`src/design/awd_pkg.sv`:
```
// constants, codes and types for the alu and word-move decode block
// assumes one cpu clock; used by every design file of the block
package awd_pkg;

  // opcode byte patterns
  localparam logic [7:0] PREFIX_FAR = 8'h01;
  localparam logic [7:0] OPC_WORD_MOVE = 8'h05;
  localparam logic [4:0] GRP_SD_IMM = 5'h0d;
  localparam logic [4:0] GRP_SD_SD = 5'h0f;
  localparam logic [4:0] GRP_A_IMM = 5'h15;
  localparam logic [4:0] GRP_A_SD = 5'h13;
  localparam logic [4:0] GRP_R_R = 5'h11;
  localparam logic [6:0] WMOV_LOAD = 7'h71;
  localparam logic [6:0] WMOV_STORE = 7'h73;
  localparam logic [2:0] MOD_LEAD = 3'h0;
  localparam logic [4:0] MOD_REG_IND = 5'h16;
  localparam logic [4:0] MOD_BASE = 5'h06;
  localparam logic [4:0] MOD_INDEX = 5'h0a;

  // byte register codes and pair codes
  localparam logic [2:0] REG_X = 3'h0;
  localparam logic [2:0] REG_A = 3'h1;
  localparam logic [2:0] REG_B = 3'h3;
  localparam logic [2:0] REG_E = 3'h4;
  localparam logic [2:0] REG_D = 3'h5;
  localparam logic [2:0] REG_L = 3'h6;
  localparam logic [2:0] REG_H = 3'h7;
  localparam logic [1:0] PAIR_AX = 2'h0;
  localparam logic [1:0] PAIR_DE = 2'h2;
  localparam logic [1:0] PAIR_HL = 2'h3;

  // reset values, address pages and longest instruction length
  localparam logic [7:0] REG_RESET = 8'h00;
  localparam logic [15:0] RESET_PC_DEF = 16'h0000;
  localparam logic [15:0] SADDR_PAGE_DEF = 16'hfe00;
  localparam logic [15:0] SFR_PAGE_DEF = 16'hff00;
  localparam int MAX_LEN = 5;

  typedef enum logic [2:0] {
    OP_ADD = 3'h0, OP_ADD_WITH_CARRY = 3'h1, OP_SUB = 3'h2, OP_SUBTRACT_WITH_BORROW = 3'h3,
    OP_AND = 3'h4, OP_XOR = 3'h5, OP_OR = 3'h6, OP_CMP = 3'h7
  } awd_op_t;

  typedef enum logic [2:0] {
    F_SD_IMM = 3'h0, F_SD_SD = 3'h1, F_A_IMM = 3'h2, F_A_SD = 3'h3,
    F_R_R = 3'h4, F_MEM = 3'h5, F_WLD = 3'h6, F_WST = 3'h7
  } awd_form_t;

  typedef enum logic [6:0] {
    S_FETCH = 7'h01, S_DEC = 7'h02, S_RDA = 7'h04, S_RDB = 7'h08,
    S_EXEC = 7'h10, S_WRA = 7'h20, S_WRB = 7'h40
  } awd_state_t;

endpackage : awd_pkg

```
`src/design/awd_core_if.sv`:
```
// register-file ports and alu operands shared inside the block
// assumes the control module drives writes and alu inputs
`timescale 1ns/1ps
interface awd_core_if;
  import awd_pkg::*;
  logic [7:0] regs [8];
  logic byte_we;
  logic [2:0] byte_idx;
  logic [7:0] byte_data;
  logic pair_we;
  logic [1:0] pair_idx;
  logic [15:0] pair_data;
  awd_op_t alu_op;
  logic [7:0] alu_a;
  logic [7:0] alu_b;
  logic alu_cin;
  logic [7:0] alu_res;
  logic alu_z;
  logic alu_ac;
  logic alu_cy;
  logic alu_logic;

  modport ctrl (
    input regs, alu_res, alu_z, alu_ac, alu_cy, alu_logic,
    output byte_we, byte_idx, byte_data, pair_we, pair_idx, pair_data,
    output alu_op, alu_a, alu_b, alu_cin
  );
  modport rf (
    input byte_we, byte_idx, byte_data, pair_we, pair_idx, pair_data,
    output regs
  );
  modport alu (
    input alu_op, alu_a, alu_b, alu_cin,
    output alu_res, alu_z, alu_ac, alu_cy, alu_logic
  );
endinterface : awd_core_if

```
`src/design/awd_decode.sv`:
```
// instruction fetch, decode and execute for the alu and word-move groups
// assumes program memory and data memory on the same clock, req/ack style
//
// What this block does
// - add immediate into short-direct byte, 3 bytes
// - add short-direct byte into short-direct byte
// - accumulator plus immediate plus carry
// - accumulator plus short-direct byte plus carry
// - memory-operand low nibble picks the operation
// - far prefix lengthens instruction, same operation; refused on short-direct pair, accumulator immediate and register-pair forms
// - prefixed immediate-into-short-direct and accumulator short-direct forms target special registers
// - register-pair byte holds destination and source codes
// - short-direct or short-direct, zero flag only
// - immediate or into short-direct, zero flag only
// - word load from pointer-indirect into word accumulator
// - word store of word accumulator, flags untouched
// - register and pair code order as defined
// - mem and mod codes choose addressing form
`timescale 1ns/1ps
module awd_decode
  import awd_pkg::*;
#(
  parameter logic [15:0] RESET_PC = RESET_PC_DEF,
  parameter logic [15:0] SADDR_PAGE = SADDR_PAGE_DEF,
  parameter logic [15:0] SFR_PAGE = SFR_PAGE_DEF
) (
  // clock and reset
  input wire logic ref_clk,
  input wire logic rst,
  // program memory
  output logic pm_rd,
  output logic [15:0] pm_addr,
  input wire logic [7:0] pm_data,
  input wire logic pm_valid,
  // data memory
  output logic dm_rd,
  output logic dm_wr,
  output logic dm_far,
  output logic [15:0] dm_addr,
  output logic [7:0] dm_wdata,
  input wire logic [7:0] dm_rdata,
  input wire logic dm_ack,
  // stack pointer from the core
  input wire logic [15:0] stack_ptr,
  // status
  output logic zero_flag,
  output logic aux_carry_flag,
  output logic carry_flag,
  output logic [15:0] word_accumulator,
  output logic instr_done,
  output logic bad_opcode
);

  // pages are or-ed with an 8-bit offset, so the low byte must be clear
  if (SADDR_PAGE[7:0] != 8'h00 || SFR_PAGE[7:0] != 8'h00) begin : g_chk
    $error("address pages must have a zero low byte");
  end

  awd_core_if c ();
  awd_regfile u_rf (.ref_clk(ref_clk), .rst(rst), .rf(c.rf));
  awd_alu u_alu (.a(c.alu));

  function automatic logic mod_is(input logic [7:0] o,
                                  input logic [4:0] m);
    mod_is = (o[7:5] == MOD_LEAD) && (o[4:0] == m);
  endfunction : mod_is

  // total length once the first opcode byte (after any prefix) is known
  function automatic logic [2:0] instr_len(input logic [7:0] b0,
                                           input logic [7:0] b1);
    logic pf;
    logic [7:0] o;
    logic [2:0] n;
    pf = (b0 == PREFIX_FAR);
    o = pf ? b1 : b0;
    n = 3'd1;
    if (o[7:3] == GRP_SD_IMM || o[7:3] == GRP_SD_SD) begin
      n = 3'd3;
    end else if (o[7:3] == GRP_A_IMM || o[7:3] == GRP_A_SD ||
                 o[7:3] == GRP_R_R || o == OPC_WORD_MOVE ||
                 mod_is(o, MOD_REG_IND)) begin
      n = 3'd2;
    end else if (mod_is(o, MOD_BASE)) begin
      n = 3'd3;
    end else if (mod_is(o, MOD_INDEX)) begin
      n = 3'd4;
    end
    instr_len = n + {2'b00, pf};
  endfunction : instr_len

  ////////////////////////////////////////////////////////////////////////////
  awd_state_t state_reg, state_next;
  awd_form_t form_reg, form_next;
  awd_op_t op_reg, op_next;
  logic [15:0] pc_reg, pc_next;
  logic [2:0] cnt_reg, cnt_next;
  logic [7:0] buf_reg [MAX_LEN];
  logic [7:0] buf_next [MAX_LEN];
  logic [15:0] addr_a_reg, addr_a_next, addr_b_reg, addr_b_next;
  logic [2:0] dst_reg, dst_next;
  logic far_reg, far_next;
  logic ptr_we_reg, ptr_we_next;
  logic [1:0] ptr_pair_reg, ptr_pair_next;
  logic [15:0] ptr_val_reg, ptr_val_next;
  logic [7:0] opa_reg, opa_next, opb_reg, opb_next;
  logic zero_reg, zero_next, aux_reg, aux_next, carry_reg, carry_next;
  logic pm_rd_reg, pm_rd_next;
  logic [15:0] pm_addr_reg, pm_addr_next;
  logic dm_rd_reg, dm_rd_next, dm_wr_reg, dm_wr_next;
  logic [15:0] dm_addr_reg, dm_addr_next;
  logic [7:0] dm_wdata_reg, dm_wdata_next;
  logic done_reg, done_next, bad_reg, bad_next;

  always_comb begin
    logic pf, fpf, bad, memok;
    logic [7:0] bo, b1, b2, b3;
    logic [2:0] need, mm;
    logic [15:0] de, hl, ptr, basev;
    state_next = state_reg;
    form_next = form_reg;
    op_next = op_reg;
    pc_next = pc_reg;
    cnt_next = cnt_reg;
    buf_next = buf_reg;
    addr_a_next = addr_a_reg;
    addr_b_next = addr_b_reg;
    dst_next = dst_reg;
    far_next = far_reg;
    ptr_we_next = ptr_we_reg;
    ptr_pair_next = ptr_pair_reg;
    ptr_val_next = ptr_val_reg;
    opa_next = opa_reg;
    opb_next = opb_reg;
    zero_next = zero_reg;
    aux_next = aux_reg;
    carry_next = carry_reg;
    done_next = 1'b0;
    bad_next = 1'b0;
    c.byte_we = 1'b0;
    c.byte_idx = REG_A;
    c.byte_data = c.alu_res;
    c.pair_we = 1'b0;
    c.pair_idx = PAIR_AX;
    c.pair_data = {opb_reg, opa_reg};
    bad = 1'b0;
    memok = 1'b0;
    need = 3'd0;
    fpf = 1'b0;
    basev = 16'h0000;
    pf = (buf_reg[0] == PREFIX_FAR);
    bo = pf ? buf_reg[1] : buf_reg[0];
    b1 = pf ? buf_reg[2] : buf_reg[1];
    b2 = pf ? buf_reg[3] : buf_reg[2];
    b3 = pf ? buf_reg[4] : buf_reg[3];
    mm = b1[6:4];
    de = {c.regs[REG_D], c.regs[REG_E]};
    hl = {c.regs[REG_H], c.regs[REG_L]};
    ptr = mm[0] ? hl : de;
    unique case (state_reg)
      S_FETCH: begin
        if (pm_valid) begin
          buf_next[cnt_reg] = pm_data;
          cnt_next = cnt_reg + 3'd1;
          pc_next = pc_reg + 16'h0001;
          fpf = (buf_next[0] == PREFIX_FAR);
          need = instr_len(buf_next[0], buf_next[1]);
          if (cnt_next > {2'b00, fpf} && cnt_next >= need) begin
            state_next = S_DEC;
          end
        end
      end
      S_DEC: begin
        cnt_next = 3'd0;
        op_next = awd_op_t'(bo[2:0]);
        far_next = 1'b0;
        ptr_we_next = 1'b0;
        dst_next = REG_A;
        opa_next = c.regs[REG_A];
        if (bo[7:3] == GRP_SD_IMM) begin
          form_next = F_SD_IMM;
          addr_a_next = (pf ? SFR_PAGE : SADDR_PAGE) | {8'h00, b1};
          opb_next = b2;
          state_next = S_RDA;
          bad = (bo[2:0] == OP_CMP);
        end else if (bo[7:3] == GRP_SD_SD) begin
          form_next = F_SD_SD;
          addr_a_next = SADDR_PAGE | {8'h00, b1};
          addr_b_next = SADDR_PAGE | {8'h00, b2};
          state_next = S_RDA;
          bad = pf || bo[2:0] == OP_CMP;
        end else if (bo[7:3] == GRP_A_IMM) begin
          form_next = F_A_IMM;
          opb_next = b1;
          state_next = S_EXEC;
          bad = pf || bo[2:0] == OP_CMP;
        end else if (bo[7:3] == GRP_A_SD) begin
          form_next = F_A_SD;
          addr_b_next = (pf ? SFR_PAGE : SADDR_PAGE) | {8'h00, b1};
          state_next = S_RDB;
          bad = (bo[2:0] == OP_CMP);
        end else if (bo[7:3] == GRP_R_R) begin
          form_next = F_R_R;
          dst_next = b1[6:4];
          opa_next = c.regs[b1[6:4]];
          opb_next = c.regs[b1[2:0]];
          state_next = S_EXEC;
          bad = pf || b1[7] || b1[3] || bo[2:0] == OP_CMP;
        end else if (bo == OPC_WORD_MOVE) begin
          far_next = pf;
          addr_a_next = b1[0] ? hl : de;
          addr_b_next = (b1[0] ? hl : de) + 16'h0001;
          if (b1[7:1] == WMOV_LOAD) begin
            form_next = F_WLD;
            state_next = S_RDA;
          end else if (b1[7:1] == WMOV_STORE) begin
            form_next = F_WST;
            state_next = S_WRA;
          end else begin
            bad = 1'b1;
          end
        end else if (mod_is(bo, MOD_REG_IND) || mod_is(bo, MOD_BASE) ||
                     mod_is(bo, MOD_INDEX)) begin
          form_next = F_MEM;
          op_next = awd_op_t'(b1[2:0]);
          far_next = pf;
          state_next = S_RDB;
          if (mod_is(bo, MOD_REG_IND)) begin
            // post-increment for codes 0-1, post-decrement for 2-3
            addr_b_next = ptr;
            memok = (mm <= 3'd5);
            ptr_we_next = (mm < 3'd4);
            ptr_pair_next = mm[0] ? PAIR_HL : PAIR_DE;
            ptr_val_next = mm[1] ? ptr - 16'h0001 : ptr + 16'h0001;
          end else if (mod_is(bo, MOD_BASE)) begin
            basev = (mm == 3'd0) ? de : (mm == 3'd1) ? stack_ptr : hl;
            addr_b_next = basev + {8'h00, b2};
            memok = (mm <= 3'd2);
          end else begin
            unique case (mm[1:0])
              2'd0: basev = de;
              2'd1: basev = {8'h00, c.regs[REG_A]};
              2'd2: basev = hl;
              2'd3: basev = {8'h00, c.regs[REG_B]};
            endcase
            addr_b_next = basev + {b3, b2};
            memok = (mm <= 3'd3);
          end
          bad = !memok || b1[7] || !b1[3] || b1[2:0] == OP_CMP;
        end else begin
          bad = 1'b1;
        end
        if (bad) begin
          state_next = S_FETCH;
          ptr_we_next = 1'b0;
          bad_next = 1'b1;
        end
      end
      S_RDA: begin
        if (dm_ack) begin
          opa_next = dm_rdata;
          state_next = (form_reg == F_SD_SD || form_reg == F_WLD) ?
                       S_RDB : S_EXEC;
        end
      end
      S_RDB: begin
        if (dm_ack) begin
          opb_next = dm_rdata;
          state_next = S_EXEC;
        end
      end
      S_EXEC: begin
        if (form_reg == F_WLD) begin
          c.pair_we = 1'b1;
          c.pair_idx = PAIR_AX;
          c.pair_data = {opb_reg, opa_reg};
          done_next = 1'b1;
          state_next = S_FETCH;
        end else begin
          zero_next = c.alu_z;
          if (!c.alu_logic) begin
            aux_next = c.alu_ac;
            carry_next = c.alu_cy;
          end
          if (form_reg == F_SD_IMM || form_reg == F_SD_SD) begin
            state_next = S_WRA;
          end else begin
            c.byte_we = 1'b1;
            c.byte_idx = dst_reg;
            c.pair_we = ptr_we_reg;
            c.pair_idx = ptr_pair_reg;
            c.pair_data = ptr_val_reg;
            done_next = 1'b1;
            state_next = S_FETCH;
          end
        end
      end
      S_WRA: begin
        if (dm_ack) begin
          state_next = (form_reg == F_WST) ? S_WRB : S_FETCH;
          done_next = (form_reg != F_WST);
        end
      end
      S_WRB: begin
        if (dm_ack) begin
          done_next = 1'b1;
          state_next = S_FETCH;
        end
      end
      default: state_next = S_FETCH;
    endcase
  end

  // alu always sees the latched operands and the stored carry
  assign c.alu_op = op_reg;
  assign c.alu_a = opa_reg;
  assign c.alu_b = opb_reg;
  assign c.alu_cin = carry_reg;

  ////////////////////////////////////////////////////////////////////////////
  // bus requests are levels that stay up until the matching ack or valid
  always_comb begin
    pm_rd_next = (state_next == S_FETCH);
    pm_addr_next = pc_next;
    dm_rd_next = (state_next == S_RDA) || (state_next == S_RDB);
    dm_wr_next = (state_next == S_WRA) || (state_next == S_WRB);
    dm_addr_next = dm_addr_reg;
    dm_wdata_next = dm_wdata_reg;
    if (state_next != state_reg) begin
      if (state_next == S_RDA || state_next == S_WRA) begin
        dm_addr_next = addr_a_next;
      end else if (state_next == S_RDB || state_next == S_WRB) begin
        dm_addr_next = addr_b_next;
      end
      if (state_next == S_WRA) begin
        dm_wdata_next = (form_next == F_WST) ? c.regs[REG_X] : c.alu_res;
      end else if (state_next == S_WRB) begin
        dm_wdata_next = c.regs[REG_A];
      end
    end
  end

  always_ff @(posedge ref_clk or posedge rst) begin
    if (rst) begin
      state_reg <= S_FETCH;
      form_reg <= F_A_IMM;
      op_reg <= OP_ADD;
      pc_reg <= RESET_PC;
      cnt_reg <= 3'd0;
      for (int i = 0; i < MAX_LEN; i++) begin
        buf_reg[i] <= 8'h00;
      end
      addr_a_reg <= 16'h0000;
      addr_b_reg <= 16'h0000;
      dst_reg <= REG_A;
      far_reg <= 1'b0;
      ptr_we_reg <= 1'b0;
      ptr_pair_reg <= PAIR_DE;
      ptr_val_reg <= 16'h0000;
      opa_reg <= 8'h00;
      opb_reg <= 8'h00;
      zero_reg <= 1'b0;
      aux_reg <= 1'b0;
      carry_reg <= 1'b0;
      pm_rd_reg <= 1'b0;
      pm_addr_reg <= RESET_PC;
      dm_rd_reg <= 1'b0;
      dm_wr_reg <= 1'b0;
      dm_addr_reg <= 16'h0000;
      dm_wdata_reg <= 8'h00;
      done_reg <= 1'b0;
      bad_reg <= 1'b0;
    end else begin
      state_reg <= state_next;
      form_reg <= form_next;
      op_reg <= op_next;
      pc_reg <= pc_next;
      cnt_reg <= cnt_next;
      buf_reg <= buf_next;
      addr_a_reg <= addr_a_next;
      addr_b_reg <= addr_b_next;
      dst_reg <= dst_next;
      far_reg <= far_next;
      ptr_we_reg <= ptr_we_next;
      ptr_pair_reg <= ptr_pair_next;
      ptr_val_reg <= ptr_val_next;
      opa_reg <= opa_next;
      opb_reg <= opb_next;
      zero_reg <= zero_next;
      aux_reg <= aux_next;
      carry_reg <= carry_next;
      pm_rd_reg <= pm_rd_next;
      pm_addr_reg <= pm_addr_next;
      dm_rd_reg <= dm_rd_next;
      dm_wr_reg <= dm_wr_next;
      dm_addr_reg <= dm_addr_next;
      dm_wdata_reg <= dm_wdata_next;
      done_reg <= done_next;
      bad_reg <= bad_next;
    end
  end

  assign pm_rd = pm_rd_reg;
  assign pm_addr = pm_addr_reg;
  assign dm_rd = dm_rd_reg;
  assign dm_wr = dm_wr_reg;
  assign dm_far = far_reg;
  assign dm_addr = dm_addr_reg;
  assign dm_wdata = dm_wdata_reg;
  assign zero_flag = zero_reg;
  assign aux_carry_flag = aux_reg;
  assign carry_flag = carry_reg;
  assign word_accumulator = {c.regs[REG_A], c.regs[REG_X]};
  assign instr_done = done_reg;
  assign bad_opcode = bad_reg;

endmodule : awd_decode

```
`src/design/awd_alu.sv`:
```
// 8-bit arithmetic and logic unit with zero, aux carry and carry out
// assumes operands held stable by the control module
`timescale 1ns/1ps
module awd_alu
  import awd_pkg::*;
(
  // operands and results
  awd_core_if.alu a
);

  always_comb begin
    logic ci;
    logic [8:0] full;
    logic [4:0] half;
    ci = a.alu_op[0] & a.alu_cin;
    full = 9'h000;
    half = 5'h00;
    a.alu_logic = a.alu_op[2];
    unique case (a.alu_op)
      OP_ADD, OP_ADD_WITH_CARRY: begin
        full = {1'b0, a.alu_a} + {1'b0, a.alu_b} + {8'h00, ci};
        half = {1'b0, a.alu_a[3:0]} + {1'b0, a.alu_b[3:0]} + {4'h0, ci};
      end
      OP_SUB, OP_SUBTRACT_WITH_BORROW, OP_CMP: begin
        // borrow shows as the top bit of the widened difference
        full = {1'b0, a.alu_a} - {1'b0, a.alu_b} - {8'h00, ci};
        half = {1'b0, a.alu_a[3:0]} - {1'b0, a.alu_b[3:0]} - {4'h0, ci};
      end
      OP_AND: full = {1'b0, a.alu_a & a.alu_b};
      OP_OR: full = {1'b0, a.alu_a | a.alu_b};
      OP_XOR: full = {1'b0, a.alu_a ^ a.alu_b};
    endcase
    a.alu_res = full[7:0];
    a.alu_z = (full[7:0] == 8'h00);
    a.alu_cy = full[8];
    a.alu_ac = half[4];
  end

endmodule : awd_alu

```
`src/design/awd_regfile.sv`:
```
// eight byte registers x a c b e d l h, also reachable as four pairs
// assumes at most one byte write and one pair write per cycle
`timescale 1ns/1ps
module awd_regfile
  import awd_pkg::*;
(
  // clock and reset
  input wire logic ref_clk,
  input wire logic rst,
  // write ports and register view
  awd_core_if.rf rf
);

  logic [7:0] regs_reg [8];
  logic [7:0] regs_next [8];

  always_comb begin
    regs_next = regs_reg;
    if (rf.byte_we) begin
      regs_next[rf.byte_idx] = rf.byte_data;
    end
    // pair p is high byte 2p+1 over low byte 2p
    if (rf.pair_we) begin
      regs_next[{rf.pair_idx, 1'b1}] = rf.pair_data[15:8];
      regs_next[{rf.pair_idx, 1'b0}] = rf.pair_data[7:0];
    end
  end

  always_ff @(posedge ref_clk or posedge rst) begin
    if (rst) begin
      for (int i = 0; i < 8; i++) begin
        regs_reg[i] <= REG_RESET;
      end
    end else begin
      regs_reg <= regs_next;
    end
  end

  assign rf.regs = regs_reg;

endmodule : awd_regfile

```
`config.mk`:
```
export PLATFORM = sky130hd
export DESIGN_NAME = awd_decode
export DESIGN_NICKNAME = d
export VERILOG_FILES = /design/src/design/awd_pkg.sv /design/src/design/awd_core_if.sv /design/src/design/awd_decode.sv /design/src/design/awd_alu.sv /design/src/design/awd_regfile.sv
export SDC_FILE = /design/constraint.sdc
export NUM_CORES = 1
export LEC_CHECK = 0
export ABC_CLOCK_PERIOD_IN_PS = 9300
export BUFFER_PORTS_ARGS = -buffer_cell sky130_fd_sc_hd__buf_2
export CAP_MARGIN = 20
export CORE_MARGIN = 10
export CORE_UTILIZATION = 30
export CTS_BUF_LIST = sky130_fd_sc_hd__clkbuf_8
export DETAILED_ROUTE_END_ITERATION = 8
export PLACE_DENSITY = 0.53
export SYNTH_ARGS = -nofsm -noshare
export SYNTH_HDL_FRONTEND = slang
export SYNTH_SLANG_ARGS = --single-unit
```
`constraint.sdc`:
```
create_clock -name ref_clk -period 9.3 [get_ports ref_clk]
set_input_delay 1.395 -clock ref_clk [delete_from_list [all_inputs] [get_ports ref_clk]]
set_output_delay 1.395 -clock ref_clk [all_outputs]
set_load 0.02 [all_outputs]
```
==> flow_summary.toml <==
[status]
status = "complete, no violations"

[clock_tree]
cts.sinks = 238
clk_pin_slew_ps = 60
ctsResizeCount = 0
cts_setup_buffers = 0
root_buffer = "clkbuf_8"
hold_buffers = 0
clock_path_buffers = 3
cts_buffers = 46
htreeDepth = 2
worst_skew_pair.late_latency_ps = 660
tritoncts = "yes"

[layout]
largest_reg_flops = 64
drive_gt1_frac = 0.144
layout.nets = 2429
finalNonFillerCells = 3135
area_growth_pct = 11.6
layout_common_cells = "nand2_1, dfrtp_1, nor2_1"
stdcell_area_sq_um = 20700
final_common_cell = "nand2_1"

[place]
portBuffers = 100
placed_area_sq_um = 19800
placedCellCount = 3050
place_congestion = 1.01
hpwl_microns = 62200

[synth]
yosys-top-cells-area = "dfrtp_1, nand2_1, ha_1"
syn_inst = 2272
synth_nets = 2391
synth_ff_type = "dfrtp_1"
ys_seq_area_frac = 0.321
ys_ff_latch = 238
avgSynthCellArea_sq_um = 8.18
synth-async-reset-ratio = 1.00
synth_edf_count = 0
synth_top_cell_area_share = 0.317
ys_warn_count = 0
synthDistinctLibCells = 97
netlist_area_sq_um = 18600
yosys.area.top_type = "dfrtp_1"

[die]
row_count = 91
initial_core_util = 0.302
core_region_area_sq_um = 61500
fp.dieArea_sq_um = 72300
pin_count = 101
die_w_microns = 269
die_h_microns = 269

[grt]
grt_pass1_wl_microns = 123000
grt_max_degree = 107
grt_pass1_vias = 18200
grt_overflow_total = 0
grt_use_total = 0.226
antenna_found_initial = 4

[critical_path]
cp_max_fo = 20
rr_worst_depth = 20
startpoint_type = "input port"
worstPathRequired_ps = 9790
worstPathArrival_ps = 7010
crit_type = "in -> reg"
cp-end-kind = "flop"

[job]
cap_violations = 0

[drt]
dr.pass1.iters = 6
post_drt_wl_per_cell_microns = 26.7
ant_nets = 0
via_per_inst = 6.08
vias = 19000
wirelength_microns = 83900
drt_iter0_markers = 2348
drcViolationCount = 0

[timing]
fmax_mhz = 153
min_period_ps = 6520
slew_headroom = 0.214
finalMaxSlewViolations = 0
tns_ps = 0
fin_skew_ps = 62.0
setup_viol = 0
hold_viol_final = 0
period_share = 0.701
rsz0062_at_grt = "no"
worst_pin_slew_ps = 1170

[pwr]
cellLeakagePower_nw = 9.12
ir_drop_v = 0.000156
p_per_area_nw_per_um2 = 308

[min_path]
hold_class = "reg -> reg"
min_path_cells = 1
## kinds of logic after synthesis
group	after synthesis	synth area share
AO/OA/AOI/OAI	665	0.241
AND/OR/NAND/NOR	856	0.222
adder cells (fa/ha/maj)	83	0.0587
buffers and inverters	242	0.0555
XOR/XNOR	67	0.0316
multiplexers	121	0.0709
flip-flops	238	0.321
## path summary, 6_finish.rpt
path	start	endpoint	slack, ps
worst max-delay path	pm_data[5]	dm_addr[6]	2780
worst min-delay path	pm_addr[15]	pm_addr[15]	470
worst min register to register	pm_addr[15]	pm_addr[15]	470
worst max register to register	cnt_reg[0]	dm_addr[6]	2790
min in group asynchronous	rst	buf_reg[22]	930
max in group asynchronous	rst	ptr_val_reg[2]	6940
## Yosys cell counts (all sizes together) (52+ instances only)
cell type,n
nand2,326
dfrtp,235
nor2,168
o21ai,163
a21oi,138
clkbuf,107
nand3,100
ha,76
inv,75
mux2i,66
nor3,61
buf,59
mux2,52
## layout make-up
cell class / instances / area, sq um
Clock buffer: 53 / 729
Sequential cell: 238 / 5960
Multi-Input combinational cell: 1792 / 11700
Fill cell: 6526 / 40800
Inverter: 76 / 293
Clock inverter: 29 / 174
Tap cell: 790 / 988
Timing Repair Buffer: 156 / 922
Antenna cell: 1 / 2.50
## report_power, final
part           internal (mW)  switching, mW
combinational           1.22           2.45
clock                  0.551          0.514
sequential              1.26          0.395
total                   3.03           3.36
## layer usage
layer	share of wire	vias up	global-route usage
met1	0.41	9405	0.294
met5	0.00027	-	0
met4	0.046	4	0.0997
met2	0.45	988	0.354
met3	0.095	208	0.0535
li1	-	8444	-
## worst max-delay path, cell delays in order
cell	delay, ps
buf_2	140
nor4b_1	340
nand3_1	150
a22oi_1	480
a222oi_1	240
nor2_1	150
nand2_1	60
nor4_1	280
nand3b_1	170
nor2b_1	180
ha_1	200
ha_1	270
inv_1	40
ha_1	270
a21o_1	150
a21oi_1	170
nor2_1	190
o41ai_1	460
a2111o_1	720
inv_1	190
nor2_1	580
a31oi_1	170
## through the flow
stage / utilization / power [mW] / setup WS (ps) / hold WS [ps]
4_1_cts: 0.337 / 6.30 / 2780 / 472
3_5_place_dp: 0.322 / 5.22 / 2110 / 460
3_3_place_gp: 0.322 / 5.18 / 2260 / 457
5_1_grt: 0.337 / 6.74 / 1890 / 495
2_1_floorplan: - / 3.89 / 1380 / 449
6_report: 0.337 / 6.39 / 2780 / 472
No activity file was read; power rests on OpenSTA's default activity.
